--- src/verilog/outcfg_pkg.sv ---
package outcfg_pkg;

	// Register page offsets, output two
	localparam logic [7:0] OUT2_DIV_HIGH_OFS   = 8'h20;
	localparam logic [7:0] OUT2_DIV_MID_OFS    = 8'h21;
	localparam logic [7:0] OUT2_DIV_LOW_OFS    = 8'h22;
	localparam logic [7:0] OUT2_PHASE_STR_OFS  = 8'h23;
	localparam logic [7:0] OUT2_DELAY_OFS      = 8'h24;
	localparam logic [7:0] OUT2_SUPPLY_DRV_OFS = 8'h25;

	// Register page offsets, output three
	localparam logic [7:0] OUT3_DIV_HIGH_OFS   = 8'h28;
	localparam logic [7:0] OUT3_DIV_MID_OFS    = 8'h29;
	localparam logic [7:0] OUT3_DIV_LOW_OFS    = 8'h2A;
	localparam logic [7:0] OUT3_PHASE_STR_OFS  = 8'h2B;
	localparam logic [7:0] OUT3_DELAY_OFS      = 8'h2C;
	localparam logic [7:0] OUT3_SUPPLY_DRV_OFS = 8'h2D;

	// Reset values
	localparam logic [7:0]  REG_RESET_VALUE = 8'h00;
	localparam logic [19:0] DIV_RESET_VALUE = 20'h00000;

	// Field positions
	localparam int DIV_HIGH_MSB    = 3;
	localparam int PHASE_SEL_LSB   = 6;
	localparam int STRENGTH_MSB    = 2;
	localparam int COARSE_DLY_MSB  = 5;
	localparam int FINE_DLY_LSB    = 6;
	localparam int SUPPLY_LSB      = 3;
	localparam int DRIVER_MSB      = 2;

	// Smallest divide value the counter can produce from whole cycles
	localparam logic [19:0] DIV_MIN_RUN = 20'h00002;

	// Fine delay step in picoseconds, for the analog delay line
	localparam int FINE_STEP_PS = 30;

	// Phase selection codes
	localparam logic [1:0] PHASE_TRUE_COMP = 2'h0;
	localparam logic [1:0] PHASE_TRUE_TRUE = 2'h1;
	localparam logic [1:0] PHASE_COMP_COMP = 2'h2;
	localparam logic [1:0] PHASE_COMP_TRUE = 2'h3;

	// Supply codes
	localparam logic [1:0] SUPPLY_UNDEFINED = 2'h3;

	// Driver standard codes
	localparam logic [2:0] DRV_LVDS         = 3'h0;
	localparam logic [2:0] DRV_LVPECL_CM    = 3'h1;
	localparam logic [2:0] DRV_CML          = 3'h2;
	localparam logic [2:0] DRV_HCSL         = 3'h3;
	localparam logic [2:0] DRV_LVDS_BOOST   = 3'h4;
	localparam logic [2:0] DRV_LVPECL_NO_CM = 3'h5;

	// Output stage sequencer states
	typedef enum logic [1:0] {
		ST_WAIT = 2'b01,
		ST_RUN  = 2'b10
	} stage_state_t;

	// Decoded analog driver controls of one output
	typedef struct packed {
		logic       lvds_en;
		logic       lvds_boost;
		logic       cml_en;
		logic       hcsl_en;
		logic       lvpecl_en;
		logic       cm_current_en;
		logic [1:0] supply_select;
		logic       supply_valid;
		logic [2:0] drive_strength;
		logic [1:0] fine_delay_steps;
	} drv_ctrl_t;

endpackage : outcfg_pkg

--- src/verilog/output_divider_config_regs.sv ---
`timescale 1ns/10ps
module output_divider_config_regs (
	input  wire logic              core_clk,
	input  wire logic              srst,
	input  wire logic              reg_wr_en,
	input  wire logic              reg_rd_en,
	input  wire logic [7:0]        reg_addr,
	input  wire logic [7:0]        reg_wdata,
	output logic [7:0]             reg_rdata,
	output logic                   reg_rd_valid,
	output logic                   out2_positive_pin_source,
	output logic                   out2_negative_pin_source,
	output logic                   out3_positive_pin_source,
	output logic                   out3_negative_pin_source,
	output outcfg_pkg::drv_ctrl_t  out2_drv_ctrl,
	output outcfg_pkg::drv_ctrl_t  out3_drv_ctrl
);

	logic [7:0] out2_div_high_q;
	logic [7:0] out2_div_mid_q;
	logic [7:0] out2_div_low_q;
	logic [7:0] out2_phase_str_q;
	logic [7:0] out2_delay_q;
	logic [7:0] out2_supply_drv_q;
	logic [7:0] out3_div_high_q;
	logic [7:0] out3_div_mid_q;
	logic [7:0] out3_div_low_q;
	logic [7:0] out3_phase_str_q;
	logic [7:0] out3_delay_q;
	logic [7:0] out3_supply_drv_q;
	logic       restart_q;
	logic       restart_d;
	logic [19:0] out2_div_value;
	logic [19:0] out3_div_value;

	// Build the divide value; spare nibble bits never reach the divider
	function automatic logic [19:0] div_assemble(
		input logic [7:0] high_byte,
		input logic [7:0] mid_byte,
		input logic [7:0] low_byte
	);
		div_assemble = {high_byte[outcfg_pkg::DIV_HIGH_MSB:0], mid_byte, low_byte};
	endfunction : div_assemble

	// Decode one output's control bytes into driver controls
	function automatic outcfg_pkg::drv_ctrl_t drv_decode(
		input logic [7:0] phase_str,
		input logic [7:0] delay_code,
		input logic [7:0] supply_drv
	);
		outcfg_pkg::drv_ctrl_t c;
		logic [2:0]            std;
		c   = '0;
		std = supply_drv[outcfg_pkg::DRIVER_MSB:0];
		case (std)
			outcfg_pkg::DRV_LVDS:
				c.lvds_en = 1'b1;
			outcfg_pkg::DRV_LVDS_BOOST:
			begin
				c.lvds_en    = 1'b1;
				c.lvds_boost = 1'b1;
			end
			outcfg_pkg::DRV_CML:
				c.cml_en = 1'b1;
			outcfg_pkg::DRV_HCSL:
				c.hcsl_en = 1'b1;
			outcfg_pkg::DRV_LVPECL_CM:
			begin
				c.lvpecl_en     = 1'b1;
				c.cm_current_en = 1'b1;
			end
			outcfg_pkg::DRV_LVPECL_NO_CM:
				c.lvpecl_en = 1'b1;
			// Undescribed codes leave every driver off rather than guess
			default:
				c.lvds_en = 1'b0;
		endcase
		c.supply_select    = supply_drv[outcfg_pkg::SUPPLY_LSB +: 2];
		c.supply_valid     = (c.supply_select != outcfg_pkg::SUPPLY_UNDEFINED);
		c.drive_strength   = phase_str[outcfg_pkg::STRENGTH_MSB:0];
		c.fine_delay_steps = delay_code[outcfg_pkg::FINE_DLY_LSB +: 2];
		drv_decode = c;
	endfunction : drv_decode

	// Register writes; unmapped offsets are ignored
	always_ff @(posedge core_clk)
	begin
		if (srst)
		begin
			out2_div_high_q   <= outcfg_pkg::REG_RESET_VALUE;
			out2_div_mid_q    <= outcfg_pkg::REG_RESET_VALUE;
			out2_div_low_q    <= outcfg_pkg::REG_RESET_VALUE;
			out2_phase_str_q  <= outcfg_pkg::REG_RESET_VALUE;
			out2_delay_q      <= outcfg_pkg::REG_RESET_VALUE;
			out2_supply_drv_q <= outcfg_pkg::REG_RESET_VALUE;
			out3_div_high_q   <= outcfg_pkg::REG_RESET_VALUE;
			out3_div_mid_q    <= outcfg_pkg::REG_RESET_VALUE;
			out3_div_low_q    <= outcfg_pkg::REG_RESET_VALUE;
			out3_phase_str_q  <= outcfg_pkg::REG_RESET_VALUE;
			out3_delay_q      <= outcfg_pkg::REG_RESET_VALUE;
			out3_supply_drv_q <= outcfg_pkg::REG_RESET_VALUE;
		end
		else if (reg_wr_en)
		begin
			if (reg_addr == outcfg_pkg::OUT2_DIV_HIGH_OFS)
				out2_div_high_q <= reg_wdata;
			else if (reg_addr == outcfg_pkg::OUT2_DIV_MID_OFS)
				out2_div_mid_q <= reg_wdata;
			else if (reg_addr == outcfg_pkg::OUT2_DIV_LOW_OFS)
				out2_div_low_q <= reg_wdata;
			else if (reg_addr == outcfg_pkg::OUT2_PHASE_STR_OFS)
				out2_phase_str_q <= reg_wdata;
			else if (reg_addr == outcfg_pkg::OUT2_DELAY_OFS)
				out2_delay_q <= reg_wdata;
			else if (reg_addr == outcfg_pkg::OUT2_SUPPLY_DRV_OFS)
				out2_supply_drv_q <= reg_wdata;
			else if (reg_addr == outcfg_pkg::OUT3_DIV_HIGH_OFS)
				out3_div_high_q <= reg_wdata;
			else if (reg_addr == outcfg_pkg::OUT3_DIV_MID_OFS)
				out3_div_mid_q <= reg_wdata;
			else if (reg_addr == outcfg_pkg::OUT3_DIV_LOW_OFS)
				out3_div_low_q <= reg_wdata;
			else if (reg_addr == outcfg_pkg::OUT3_PHASE_STR_OFS)
				out3_phase_str_q <= reg_wdata;
			else if (reg_addr == outcfg_pkg::OUT3_DELAY_OFS)
				out3_delay_q <= reg_wdata;
			else if (reg_addr == outcfg_pkg::OUT3_SUPPLY_DRV_OFS)
				out3_supply_drv_q <= reg_wdata;
		end
	end

	// Any divider or delay write realigns both outputs together,
	// so the coarse delays stay relative to a common start
	always_comb
	begin
		restart_d = 1'b0;
		if (reg_wr_en)
		begin
			if (reg_addr == outcfg_pkg::OUT2_DIV_HIGH_OFS)
				restart_d = 1'b1;
			else if (reg_addr == outcfg_pkg::OUT2_DIV_MID_OFS)
				restart_d = 1'b1;
			else if (reg_addr == outcfg_pkg::OUT2_DIV_LOW_OFS)
				restart_d = 1'b1;
			else if (reg_addr == outcfg_pkg::OUT2_DELAY_OFS)
				restart_d = 1'b1;
			else if (reg_addr == outcfg_pkg::OUT3_DIV_HIGH_OFS)
				restart_d = 1'b1;
			else if (reg_addr == outcfg_pkg::OUT3_DIV_MID_OFS)
				restart_d = 1'b1;
			else if (reg_addr == outcfg_pkg::OUT3_DIV_LOW_OFS)
				restart_d = 1'b1;
			else if (reg_addr == outcfg_pkg::OUT3_DELAY_OFS)
				restart_d = 1'b1;
		end
	end

	// Restart is registered so stages see the newly stored values
	always_ff @(posedge core_clk)
	begin
		if (srst)
			restart_q <= 1'b0;
		else
			restart_q <= restart_d;
	end

	// Register reads; unmapped offsets read zero
	always_ff @(posedge core_clk)
	begin
		if (srst)
		begin
			reg_rdata    <= 8'h00;
			reg_rd_valid <= 1'b0;
		end
		else
		begin
			reg_rd_valid <= reg_rd_en;
			if (!reg_rd_en)
				reg_rdata <= reg_rdata;
			else if (reg_addr == outcfg_pkg::OUT2_DIV_HIGH_OFS)
				reg_rdata <= out2_div_high_q;
			else if (reg_addr == outcfg_pkg::OUT2_DIV_MID_OFS)
				reg_rdata <= out2_div_mid_q;
			else if (reg_addr == outcfg_pkg::OUT2_DIV_LOW_OFS)
				reg_rdata <= out2_div_low_q;
			else if (reg_addr == outcfg_pkg::OUT2_PHASE_STR_OFS)
				reg_rdata <= out2_phase_str_q;
			else if (reg_addr == outcfg_pkg::OUT2_DELAY_OFS)
				reg_rdata <= out2_delay_q;
			else if (reg_addr == outcfg_pkg::OUT2_SUPPLY_DRV_OFS)
				reg_rdata <= out2_supply_drv_q;
			else if (reg_addr == outcfg_pkg::OUT3_DIV_HIGH_OFS)
				reg_rdata <= out3_div_high_q;
			else if (reg_addr == outcfg_pkg::OUT3_DIV_MID_OFS)
				reg_rdata <= out3_div_mid_q;
			else if (reg_addr == outcfg_pkg::OUT3_DIV_LOW_OFS)
				reg_rdata <= out3_div_low_q;
			else if (reg_addr == outcfg_pkg::OUT3_PHASE_STR_OFS)
				reg_rdata <= out3_phase_str_q;
			else if (reg_addr == outcfg_pkg::OUT3_DELAY_OFS)
				reg_rdata <= out3_delay_q;
			else if (reg_addr == outcfg_pkg::OUT3_SUPPLY_DRV_OFS)
				reg_rdata <= out3_supply_drv_q;
			else
				reg_rdata <= 8'h00;
		end
	end

	// Registered driver controls toward the analog output cells
	always_ff @(posedge core_clk)
	begin
		if (srst)
		begin
			out2_drv_ctrl <= '0;
			out3_drv_ctrl <= '0;
		end
		else
		begin
			out2_drv_ctrl <= drv_decode(out2_phase_str_q, out2_delay_q, out2_supply_drv_q);
			out3_drv_ctrl <= drv_decode(out3_phase_str_q, out3_delay_q, out3_supply_drv_q);
		end
	end

	assign out2_div_value = div_assemble(out2_div_high_q, out2_div_mid_q, out2_div_low_q);
	assign out3_div_value = div_assemble(out3_div_high_q, out3_div_mid_q, out3_div_low_q);

	// Output two divider, delay and pin routing
	output_stage u_out2 (
		.core_clk            (core_clk),
		.srst                (srst),
		.restart             (restart_q),
		.div_value           (out2_div_value),
		.coarse_delay        (out2_delay_q[outcfg_pkg::COARSE_DLY_MSB:0]),
		.phase_sel           (out2_phase_str_q[outcfg_pkg::PHASE_SEL_LSB +: 2]),
		.positive_pin_source (out2_positive_pin_source),
		.negative_pin_source (out2_negative_pin_source)
	);

	// Output three divider, delay and pin routing
	output_stage u_out3 (
		.core_clk            (core_clk),
		.srst                (srst),
		.restart             (restart_q),
		.div_value           (out3_div_value),
		.coarse_delay        (out3_delay_q[outcfg_pkg::COARSE_DLY_MSB:0]),
		.phase_sel           (out3_phase_str_q[outcfg_pkg::PHASE_SEL_LSB +: 2]),
		.positive_pin_source (out3_positive_pin_source),
		.negative_pin_source (out3_negative_pin_source)
	);

endmodule : output_divider_config_regs

--- src/verilog/output_stage.sv ---
`timescale 1ns/10ps
module output_stage (
	input  wire logic        core_clk,
	input  wire logic        srst,
	input  wire logic        restart,
	input  wire logic [19:0] div_value,
	input  wire logic [5:0]  coarse_delay,
	input  wire logic [1:0]  phase_sel,
	output logic             positive_pin_source,
	output logic             negative_pin_source
);

	outcfg_pkg::stage_state_t state_q;
	logic [5:0]  dly_cnt_q;
	logic [19:0] div_cnt_q;
	logic        true_clock_q;
	logic [19:0] half_div;

	assign half_div = div_value >> 1;

	// Sequencer: hold off coarse delay cycles after restart, then divide
	always_ff @(posedge core_clk)
	begin
		if (srst || restart)
		begin
			state_q      <= outcfg_pkg::ST_WAIT;
			dly_cnt_q    <= 6'h00;
			div_cnt_q    <= 20'h00000;
			true_clock_q <= 1'b0;
		end
		else
		begin
			case (state_q)
				outcfg_pkg::ST_WAIT:
				begin
					if (dly_cnt_q == coarse_delay)
						state_q <= outcfg_pkg::ST_RUN;
					else
						dly_cnt_q <= dly_cnt_q + 6'h01;
				end
				outcfg_pkg::ST_RUN:
				begin
					// Divide values below two cannot be built from whole cycles
					if (div_value < outcfg_pkg::DIV_MIN_RUN)
					begin
						div_cnt_q    <= 20'h00000;
						true_clock_q <= 1'b0;
					end
					else
					begin
						if (div_cnt_q >= div_value - 20'h00001)
							div_cnt_q <= 20'h00000;
						else
							div_cnt_q <= div_cnt_q + 20'h00001;
						true_clock_q <= (div_cnt_q < half_div);
					end
				end
				default:
					state_q <= outcfg_pkg::ST_WAIT;
			endcase
		end
	end

	// Pin routing from the phase selection
	always_ff @(posedge core_clk)
	begin
		if (srst)
		begin
			positive_pin_source <= 1'b0;
			negative_pin_source <= 1'b1;
		end
		else
		begin
			case (phase_sel)
				outcfg_pkg::PHASE_TRUE_COMP:
				begin
					positive_pin_source <= true_clock_q;
					negative_pin_source <= ~true_clock_q;
				end
				outcfg_pkg::PHASE_TRUE_TRUE:
				begin
					positive_pin_source <= true_clock_q;
					negative_pin_source <= true_clock_q;
				end
				outcfg_pkg::PHASE_COMP_COMP:
				begin
					positive_pin_source <= ~true_clock_q;
					negative_pin_source <= ~true_clock_q;
				end
				default:
				begin
					positive_pin_source <= ~true_clock_q;
					negative_pin_source <= true_clock_q;
				end
			endcase
		end
	end

endmodule : output_stage
--- config.mk ---
export PLATFORM = sky130hd
export DESIGN_NAME = output_divider_config_regs
export DESIGN_NICKNAME = d
export VERILOG_FILES = /design/src/verilog/outcfg_pkg.sv /design/src/verilog/output_divider_config_regs.sv /design/src/verilog/output_stage.sv
export SDC_FILE = /design/constraint.sdc
export NUM_CORES = 1
export LEC_CHECK = 0
export ABC_AREA = 1
export BUFFER_PORTS_ARGS = -buffer_cell sky130_fd_sc_hd__buf_2
export CAP_MARGIN = 20
export CORE_MARGIN = 3
export CORE_UTILIZATION = 40
export DETAILED_ROUTE_END_ITERATION = 10
export MAX_ROUTING_LAYER = met4
export PLACE_DENSITY = 0.66
export SLEW_MARGIN = 20
export SYNTH_ARGS = -nofsm -noshare
export SYNTH_HDL_FRONTEND = slang
export SYNTH_SLANG_ARGS = --single-unit
--- constraint.sdc ---
create_clock -name core_clk -period 4.2 [get_ports core_clk]
set_clock_uncertainty 0.2 [all_clocks]
set_input_delay 0.63 -clock core_clk [delete_from_list [all_inputs] [get_ports core_clk]]
set_output_delay 0.63 -clock core_clk [all_outputs]
set_load 0.05 [all_outputs]
==> results.yml, run 1 <==
floorplanning:
  coreArea_um2: 28100
  die_y_um: 176
  rows: 61
  die_x_um: 176
  ioPinCount: 61
  start_util: 0.411
  die_area_um2: 30900
synthesis:
  synth_xor_area_frac: 0.0456
  synth_nets: 1779
  muxShareOfSynthArea: 0
  yosys_warnings: 0
  syn_area_per_cell_um2: 6.88
  synthFlopType: "dfxtp_1"
  ys_ff_latch: 196
  synthAdderAreaFrac: 0.0890
  yosysUniqueCellTypes: 38
  synth_compound_area_frac: 0.136
  async_flop_share: 0
  synth_area_um2: 11500
  yosys.area_share.simple: 0.298
  yosysSeqAreaShare: 0.340
  synth_top_family_by_area: "simple AND/OR/NAND/NOR gates"
  synth_edf_count: 0
  syn_inst: 1677
power:
  p_leak_nw: 5.87
  p_per_area_nw_per_um2: 314
  irDropWorstVdd_mv: 0.267
worst_setup_path:
  worst-r2r-setup-slack_ns: 0.54
  timing_worst_setup_path_type: "flip-flop to flip-flop"
  crit_top_cell: "nand3_1"
  slowest_delay_ns: 0.54
  cp_cell_sequence: "nor2_1, inv_1, nor2_1, nand3_1, inv_1, nand3_1, nor3_1, nand3_1, xor2_1, ha_1, a21oi_1, o21ai_0, a21oi_1, nand3_1, nor2_2, nand3_1, a21oi_1"
  cp-start-kind: "flip-flop"
  critPathSlowestCell: "nor2_2"
  r2r-end: "u_out3.div_cnt_q[6]$_SDFFE_PP0N_"
  ff2ff_path_depth: 17
  crit_required_ns: 4.37
  path_max_fanout: 16
  endpoint_kind: "flip-flop"
  rr_startpoint: "out3_div_low_q[2]$_SDFFE_PP0P_"
  crit_arrival_ns: 3.83
clocking:
  cts_hold_buf: 0
  clockRootBuffer: "clkbuf_16"
  cts_made_buffers: 17
  path_clk_slew_ns: 0.09
  insertion_delay_ns: 0.45
  post-cts-setup-buffers: 0
  htreeDepth: 4
  cts_sinks: 196
  max-clock-path-buffers: 2
  postCtsResizedCells: 0
  cts_tree: "built"
timing:
  finalCriticalPeriod_ns: 3.66
  worst_pin_slew_ns: 0.869
  whs_ns: 0.242
  rsz0062_at_grt: "no"
  hold_violations: 0
  max_freq_ghz: 0.274
  setup_viol: 0
  slew_violations: 0
  finalCritPeriodShare: 0.870
  fin_tns_setup_ns: 0
  slew_headroom: 0.420
global_route:
  grt_overflow: 0
  track_usage: 0.219
  grt_pass1_wl_mm: 52.9
  antenna_found_initial: 0
  grt_pass1_vias: 10100
  grt_max_degree: 51
drt:
  wl_per_cell_um: 15.7
  via_per_inst: 5.27
  drt_wl_total_mm: 32.9
  remaining_drc_errors: 0
  drtAntennaViolNets: 0
  vias: 11100
  initialDrtViolationCount: 1131
  first_pass_iters: 7
worst_hold_path:
  hold_class: "flip-flop to flip-flop"
  hold-path-cell-count: 1
  hold_end: "out2_drv_ctrl[5]$_SDFF_PP0_"
  hp-start: "out2_supply_drv_q[4]$_SDFFE_PP0P_"
placed_design:
  io_buffers: 60
  place.gp.congestion: 0.923
  dpl.hpwl_mm: 24.6
finish:
  nets: 1810
  nFillCells: 2946
  diodes: 0
  drive_gt1_frac: 0.0802
  area.growth.synth_to_final_pct: 10.7
run_status:
  outcome: "completed"
flow_run:
  maxCapViolCount: 0
[cell type report]
class / instances / area, µm² / area share
multi-input combinational: 1210 / 6560 / 0.514
inverter: 216 / 811 / 0.0635
clock inverter: 15 / 220 / 0.0173
sequential: 196 / 3920 / 0.307
timing repair buffer: 67 / 353 / 0.0276
clock buffer: 17 / 425 / 0.0333
tap: 378 / 473 / 0.0371
[worst max-delay path by stage]
stage	start	end	cells past startpoint
6_report	out3_div_low_q[2]$_SDFFE_PP0P_	u_out3.div_cnt_q[6]$_SDFFE_PP0N_	17
3_5_place_dp	out3_div_low_q[2]$_SDFFE_PP0P_	u_out3.div_cnt_q[2]$_SDFFE_PP0N_	17
4_1_cts	out3_div_low_q[2]$_SDFFE_PP0P_	u_out3.div_cnt_q[2]$_SDFFE_PP0N_	17
2_1_floorplan	out3_div_low_q[2]$_SDFFE_PP0P_	u_out3.div_cnt_q[14]$_SDFFE_PP0N_	18
3_3_place_gp	out3_div_low_q[2]$_SDFFE_PP0P_	u_out3.div_cnt_q[17]$_SDFFE_PP0N_	17
5_1_grt	out3_div_low_q[2]$_SDFFE_PP0P_	u_out3.div_cnt_q[17]$_SDFFE_PP0N_	17
[worst max-delay path: cells and delay by family, from the launching register on]
kind	cells	cell delay, ns
and+or+nand+nor	9	1.81
AOI/OAI and AO/OA	4	0.59
DFF	1	0.36
adders and majority gates	1	0.30
buffers and inverters	2	0.17
xor gates and xnor gates	1	0.16
[Yosys cell counts, types with 15 or more instances]
cell type	instances	area, µm²
nor3_1	27	135
nand4_1	32	200
nand2_1	297	1110
clkbuf_1	30	113
nand3_1	132	661
dfxtp_1	196	3920
a21oi_1	166	831
a211oi_1	35	263
o21ai_0	68	340
xor2_1	52	455
nor2_1	240	901
inv_1	209	785
ha_1	82	1030
nor4_1	16	100
buf_2	15	75.1
[cells by family after synthesis]
family	count (synthesis)
buffers and inverters	271
AND/OR/NAND/NOR	781
AO/OA/AOI/OAI	287
XOR/XNOR	60
flip-flops	196
adder cells (fa/ha/maj)	82
[state kept, by name, summed over array words and instances, names as in the netlist, 14 cells and up]
register and flops:
u_out2.div_cnt_q 20, u_out3.div_cnt_q 20, out2_drv_ctrl 14, out3_drv_ctrl 14
[where the power goes]
| group | internal [mW] | switching [mW] |
|---|---|---|
| registers | 1.89 | 0.0220 |
| clock network | 0.842 | 0.921 |
| logic | 0.0773 | 0.249 |
| total | 2.81 | 1.19 |
[layout by cell type, fill, tap and decap left out, types with 4 or more instances in the layout]
| cell type | synthesis | routed |
|---|---|---|
| nand3_2 | 5 | 5 |
| nor3_1 | 27 | 27 |
| nor2_1 | 240 | 239 |
| inv_2 | 5 | 5 |
| a21oi_1 | 166 | 166 |
| buf_2 | 15 | 60 |
| inv_12 | 0 | 4 |
| nor2_2 | 8 | 9 |
| ha_1 | 82 | 82 |
| nor4_1 | 16 | 16 |
| buf_4 | 3 | 7 |
| nand2_2 | 8 | 8 |
| clkbuf_16 | 0 | 17 |
| nand4_1 | 32 | 32 |
| a211oi_1 | 35 | 35 |
| o21ai_0 | 68 | 68 |
| xnor2_1 | 8 | 8 |
| nand3_1 | 132 | 132 |
| nor3b_1 | 4 | 4 |
| xor2_1 | 52 | 52 |
| clkinv_8 | 0 | 6 |
| inv_1 | 209 | 209 |
| nand2_1 | 297 | 297 |
| dfxtp_1 | 196 | 196 |
| a22oi_1 | 10 | 10 |
[stage by stage]
step | instance area (µm²) | std cells | setup slack [ns] | power (mW) | utilization
after global routing | 12800 | 2099 | 0.0831 | 4.14 | 0.454
after floorplan | 11500 | 1677 | 1.16 | 2.18 | -
final | 12800 | 2099 | 0.544 | 4.00 | 0.454
after global placement | 12100 | 2067 | 0.407 | 2.28 | 0.431
after CTS | 12800 | 2099 | 0.305 | 4.02 | 0.454
after detailed placement | 12100 | 2067 | 0.341 | 2.28 | 0.431
[metal layers]
metal,track usage,wire (µm)
met4,0.0660,848
met2,0.341,14700
met1,0.298,15700
met5,-,0
met3,0.0268,1670
No activity file was read; power rests on OpenSTA's default activity.
==> inputs of run 2 (changes only) <==
Clock period 4.2 ns to 3.6 ns, I/O delays scaled along.
==> run 2 against run 1 <==
  * Design area rose by 1.7%
  * Wire length up 0.39%
  * Sequential share of layout area decreased by 0.50 points
  * Register-to-register slack got worse by 0.24 ns
  * Non-clock buffer count is 22 higher
  * Flip-flop and latch count unchanged
  * Global-route usage rose by 0.091 points
  * Clock power grew 18%
  * Sequential power is 17% higher
  * Clock-buffer cell count is the same
  * Worst hold slack better by 0.0017 ns
  * Setup slack got worse by 0.24 ns
  * Critical endpoint is now u_out2.div_cnt_q[18]$_SDFFE_PP0N_
==> results.yml, run 2 (same netlist as run 1, synthesis figures left out) <==
timing:
  fin_ws_ns: 0.303
  slew_violations: 0
  worst_pin_slew_ns: 0.833
  finalCritPeriodShare: 0.916
  setup_viol: 0
  slew_headroom: 0.444
  max_freq_ghz: 0.303
  rsz0062_at_grt: "no"
  finalCriticalPeriod_ns: 3.30
  hold_violations: 0
worst_setup_path:
  endpoint_kind: "flip-flop"
  crit_required_ns: 3.78
  path_max_fanout: 6
  crit_arrival_ns: 3.48
  cp-start-kind: "flip-flop"
  ff2ff_path_depth: 18
  timing_worst_setup_path_type: "flip-flop to flip-flop"
  worst-r2r-setup-slack_ns: 0.30
placed_design:
  io_buffers: 60
  place.gp.congestion: 0.974
  pre_cts_ws_ns: -0.153
  place_inst: 2087
  dpl.hpwl_mm: 24.7
floorplanning:
  rows: 61
  die_y_um: 176
  start_util: 0.411
  coreArea_um2: 28100
  die_area_um2: 30900
  ioPinCount: 61
  die_x_um: 176
finish:
  drive_gt1_frac: 0.0940
  nets: 1833
  final_cell_count_no_fill: 2122
  final_cell_mix: "nand2_1 (297), nor2_1 (238), inv_1 (209)"
  reg_top3: "u_out2.div_cnt_q: 20 flops, u_out3.div_cnt_q: 20 flops"
  layout_commonest_cell: "nand2_1"
  diodes: 0
  seq_area_um2: 3920
  post-route-util: 0.462
  nFillCells: 2934
  area.growth.synth_to_final_pct: 12.5
  multi_input_area_um2: 6590
drt:
  drtAntennaViolNets: 0
  vias: 11100
  via_per_inst: 5.21
  first_pass_iters: 5
  drt_wl_total_mm: 33.0
  initialDrtViolationCount: 842
  remaining_drc_errors: 0
  wl_per_cell_um: 15.6
run_status:
  outcome: "completed"
worst_hold_path:
  hold-path-cell-count: 1
  hold_class: "flip-flop to flip-flop"
power:
  p_per_area_nw_per_um2: 362
  irDropWorstVdd_mv: 0.316
  p_leak_nw: 6.00
global_route:
  track_usage: 0.220
  grt_pass1_vias: 10400
  grt_pass1_wl_mm: 53.4
  grt_overflow: 0
  grt_max_degree: 53
  antenna_found_initial: 0
clocking:
  htreeDepth: 4
  cts_made_buffers: 17
  max-clock-path-buffers: 2
  cts_tree: "built"
  path_clk_slew_ns: 0.10
  insertion_delay_ns: 0.45
  clockRootBuffer: "clkbuf_16"
  cts_sinks: 196
flow_run:
  maxCapViolCount: 0
run 2: changes by cell type in the layout (fill, tap and decap cells not counted), sizes merged:
cell	before	now
buf	67	89
nor2	252	253
inv	223	224
clkinv	8	7
run 2: final cells by class:
class | count | share of cell area
tap | 378 | 0.0364
clock buffer | 17 | 0.0328
clock inverter | 15 | 0.0175
multi-input combinational | 1211 | 0.508
sequential | 196 | 0.302
timing repair buffer | 89 | 0.0409
inverter | 216 | 0.0625
run 2: power by group:
group / total [mW] / leakage (nW) / switching [mW] / internal [mW]
sequential: 2.23 / 1.58 / 0.0251 / 2.21
clock: 2.08 / 0.314 / 1.09 / 0.991
combinational: 0.382 / 4.11 / 0.290 / 0.0920
total: 4.70 / 6.00 / 1.41 / 3.29
run 2: critical path, cell delays in order, from the launching register on:
cell and delay [ns]:
dfxtp_1 0.39, inv_1 0.12, nand2_1 0.10, nor3_2 0.17, nand2_2 0.10, nor2_2 0.16
nand3_2 0.10, nor2_1 0.18, nand3_1 0.11, xor2_1 0.14, inv_1 0.05, ha_1 0.28
a21oi_1 0.14, o21ai_0 0.10, a21oi_1 0.19, nand3_2 0.16, nor2_2 0.29, nand3_1 0.11
a21oi_1 0.14
run 2: repair_timing:
action	in CTS	in global routing
gates cloned	0	1
buffers inserted	0	2
resized for setup	2	4
setup endpoints to repair	26	36
pin swaps	0	2
hold buffers	0	0
run 2: worst paths after layout:
check                                          from                                 to
setup / recovery     out2_div_low_q[7]$_SDFFE_PP0P_  u_out2.div_cnt_q[18]$_SDFFE_PP0N_
hold / removal    out2_supply_drv_q[3]$_SDFFE_PP0P_        out2_drv_ctrl[5]$_SDFF_PP0_
setup reg to reg     out2_div_low_q[7]$_SDFFE_PP0P_  u_out2.div_cnt_q[18]$_SDFFE_PP0N_
hold reg to reg   out2_supply_drv_q[3]$_SDFFE_PP0P_        out2_drv_ctrl[5]$_SDFF_PP0_
run 2: through the flow:
stage	setup TNS [ns]	power (mW)	cell area, µm²	hold slack (ns)
after detailed placement	-1.86	2.66	12300	0.229
after CTS	0	4.72	12900	0.247
after floorplan	0	2.55	11500	0.208
final	0	4.70	13000	0.244
after global routing	0	4.86	13000	0.269
after global placement	-1.77	2.65	12300	0.227
run 2: metal layers:
layer  share of wire  vias to the layer above  track usage
met5               0                        -            -
met4           0.031                        0       0.0779
met3           0.047                       71       0.0281
met2            0.45                      352        0.342
met1            0.47                     4997        0.295
li1                -                     5635            -
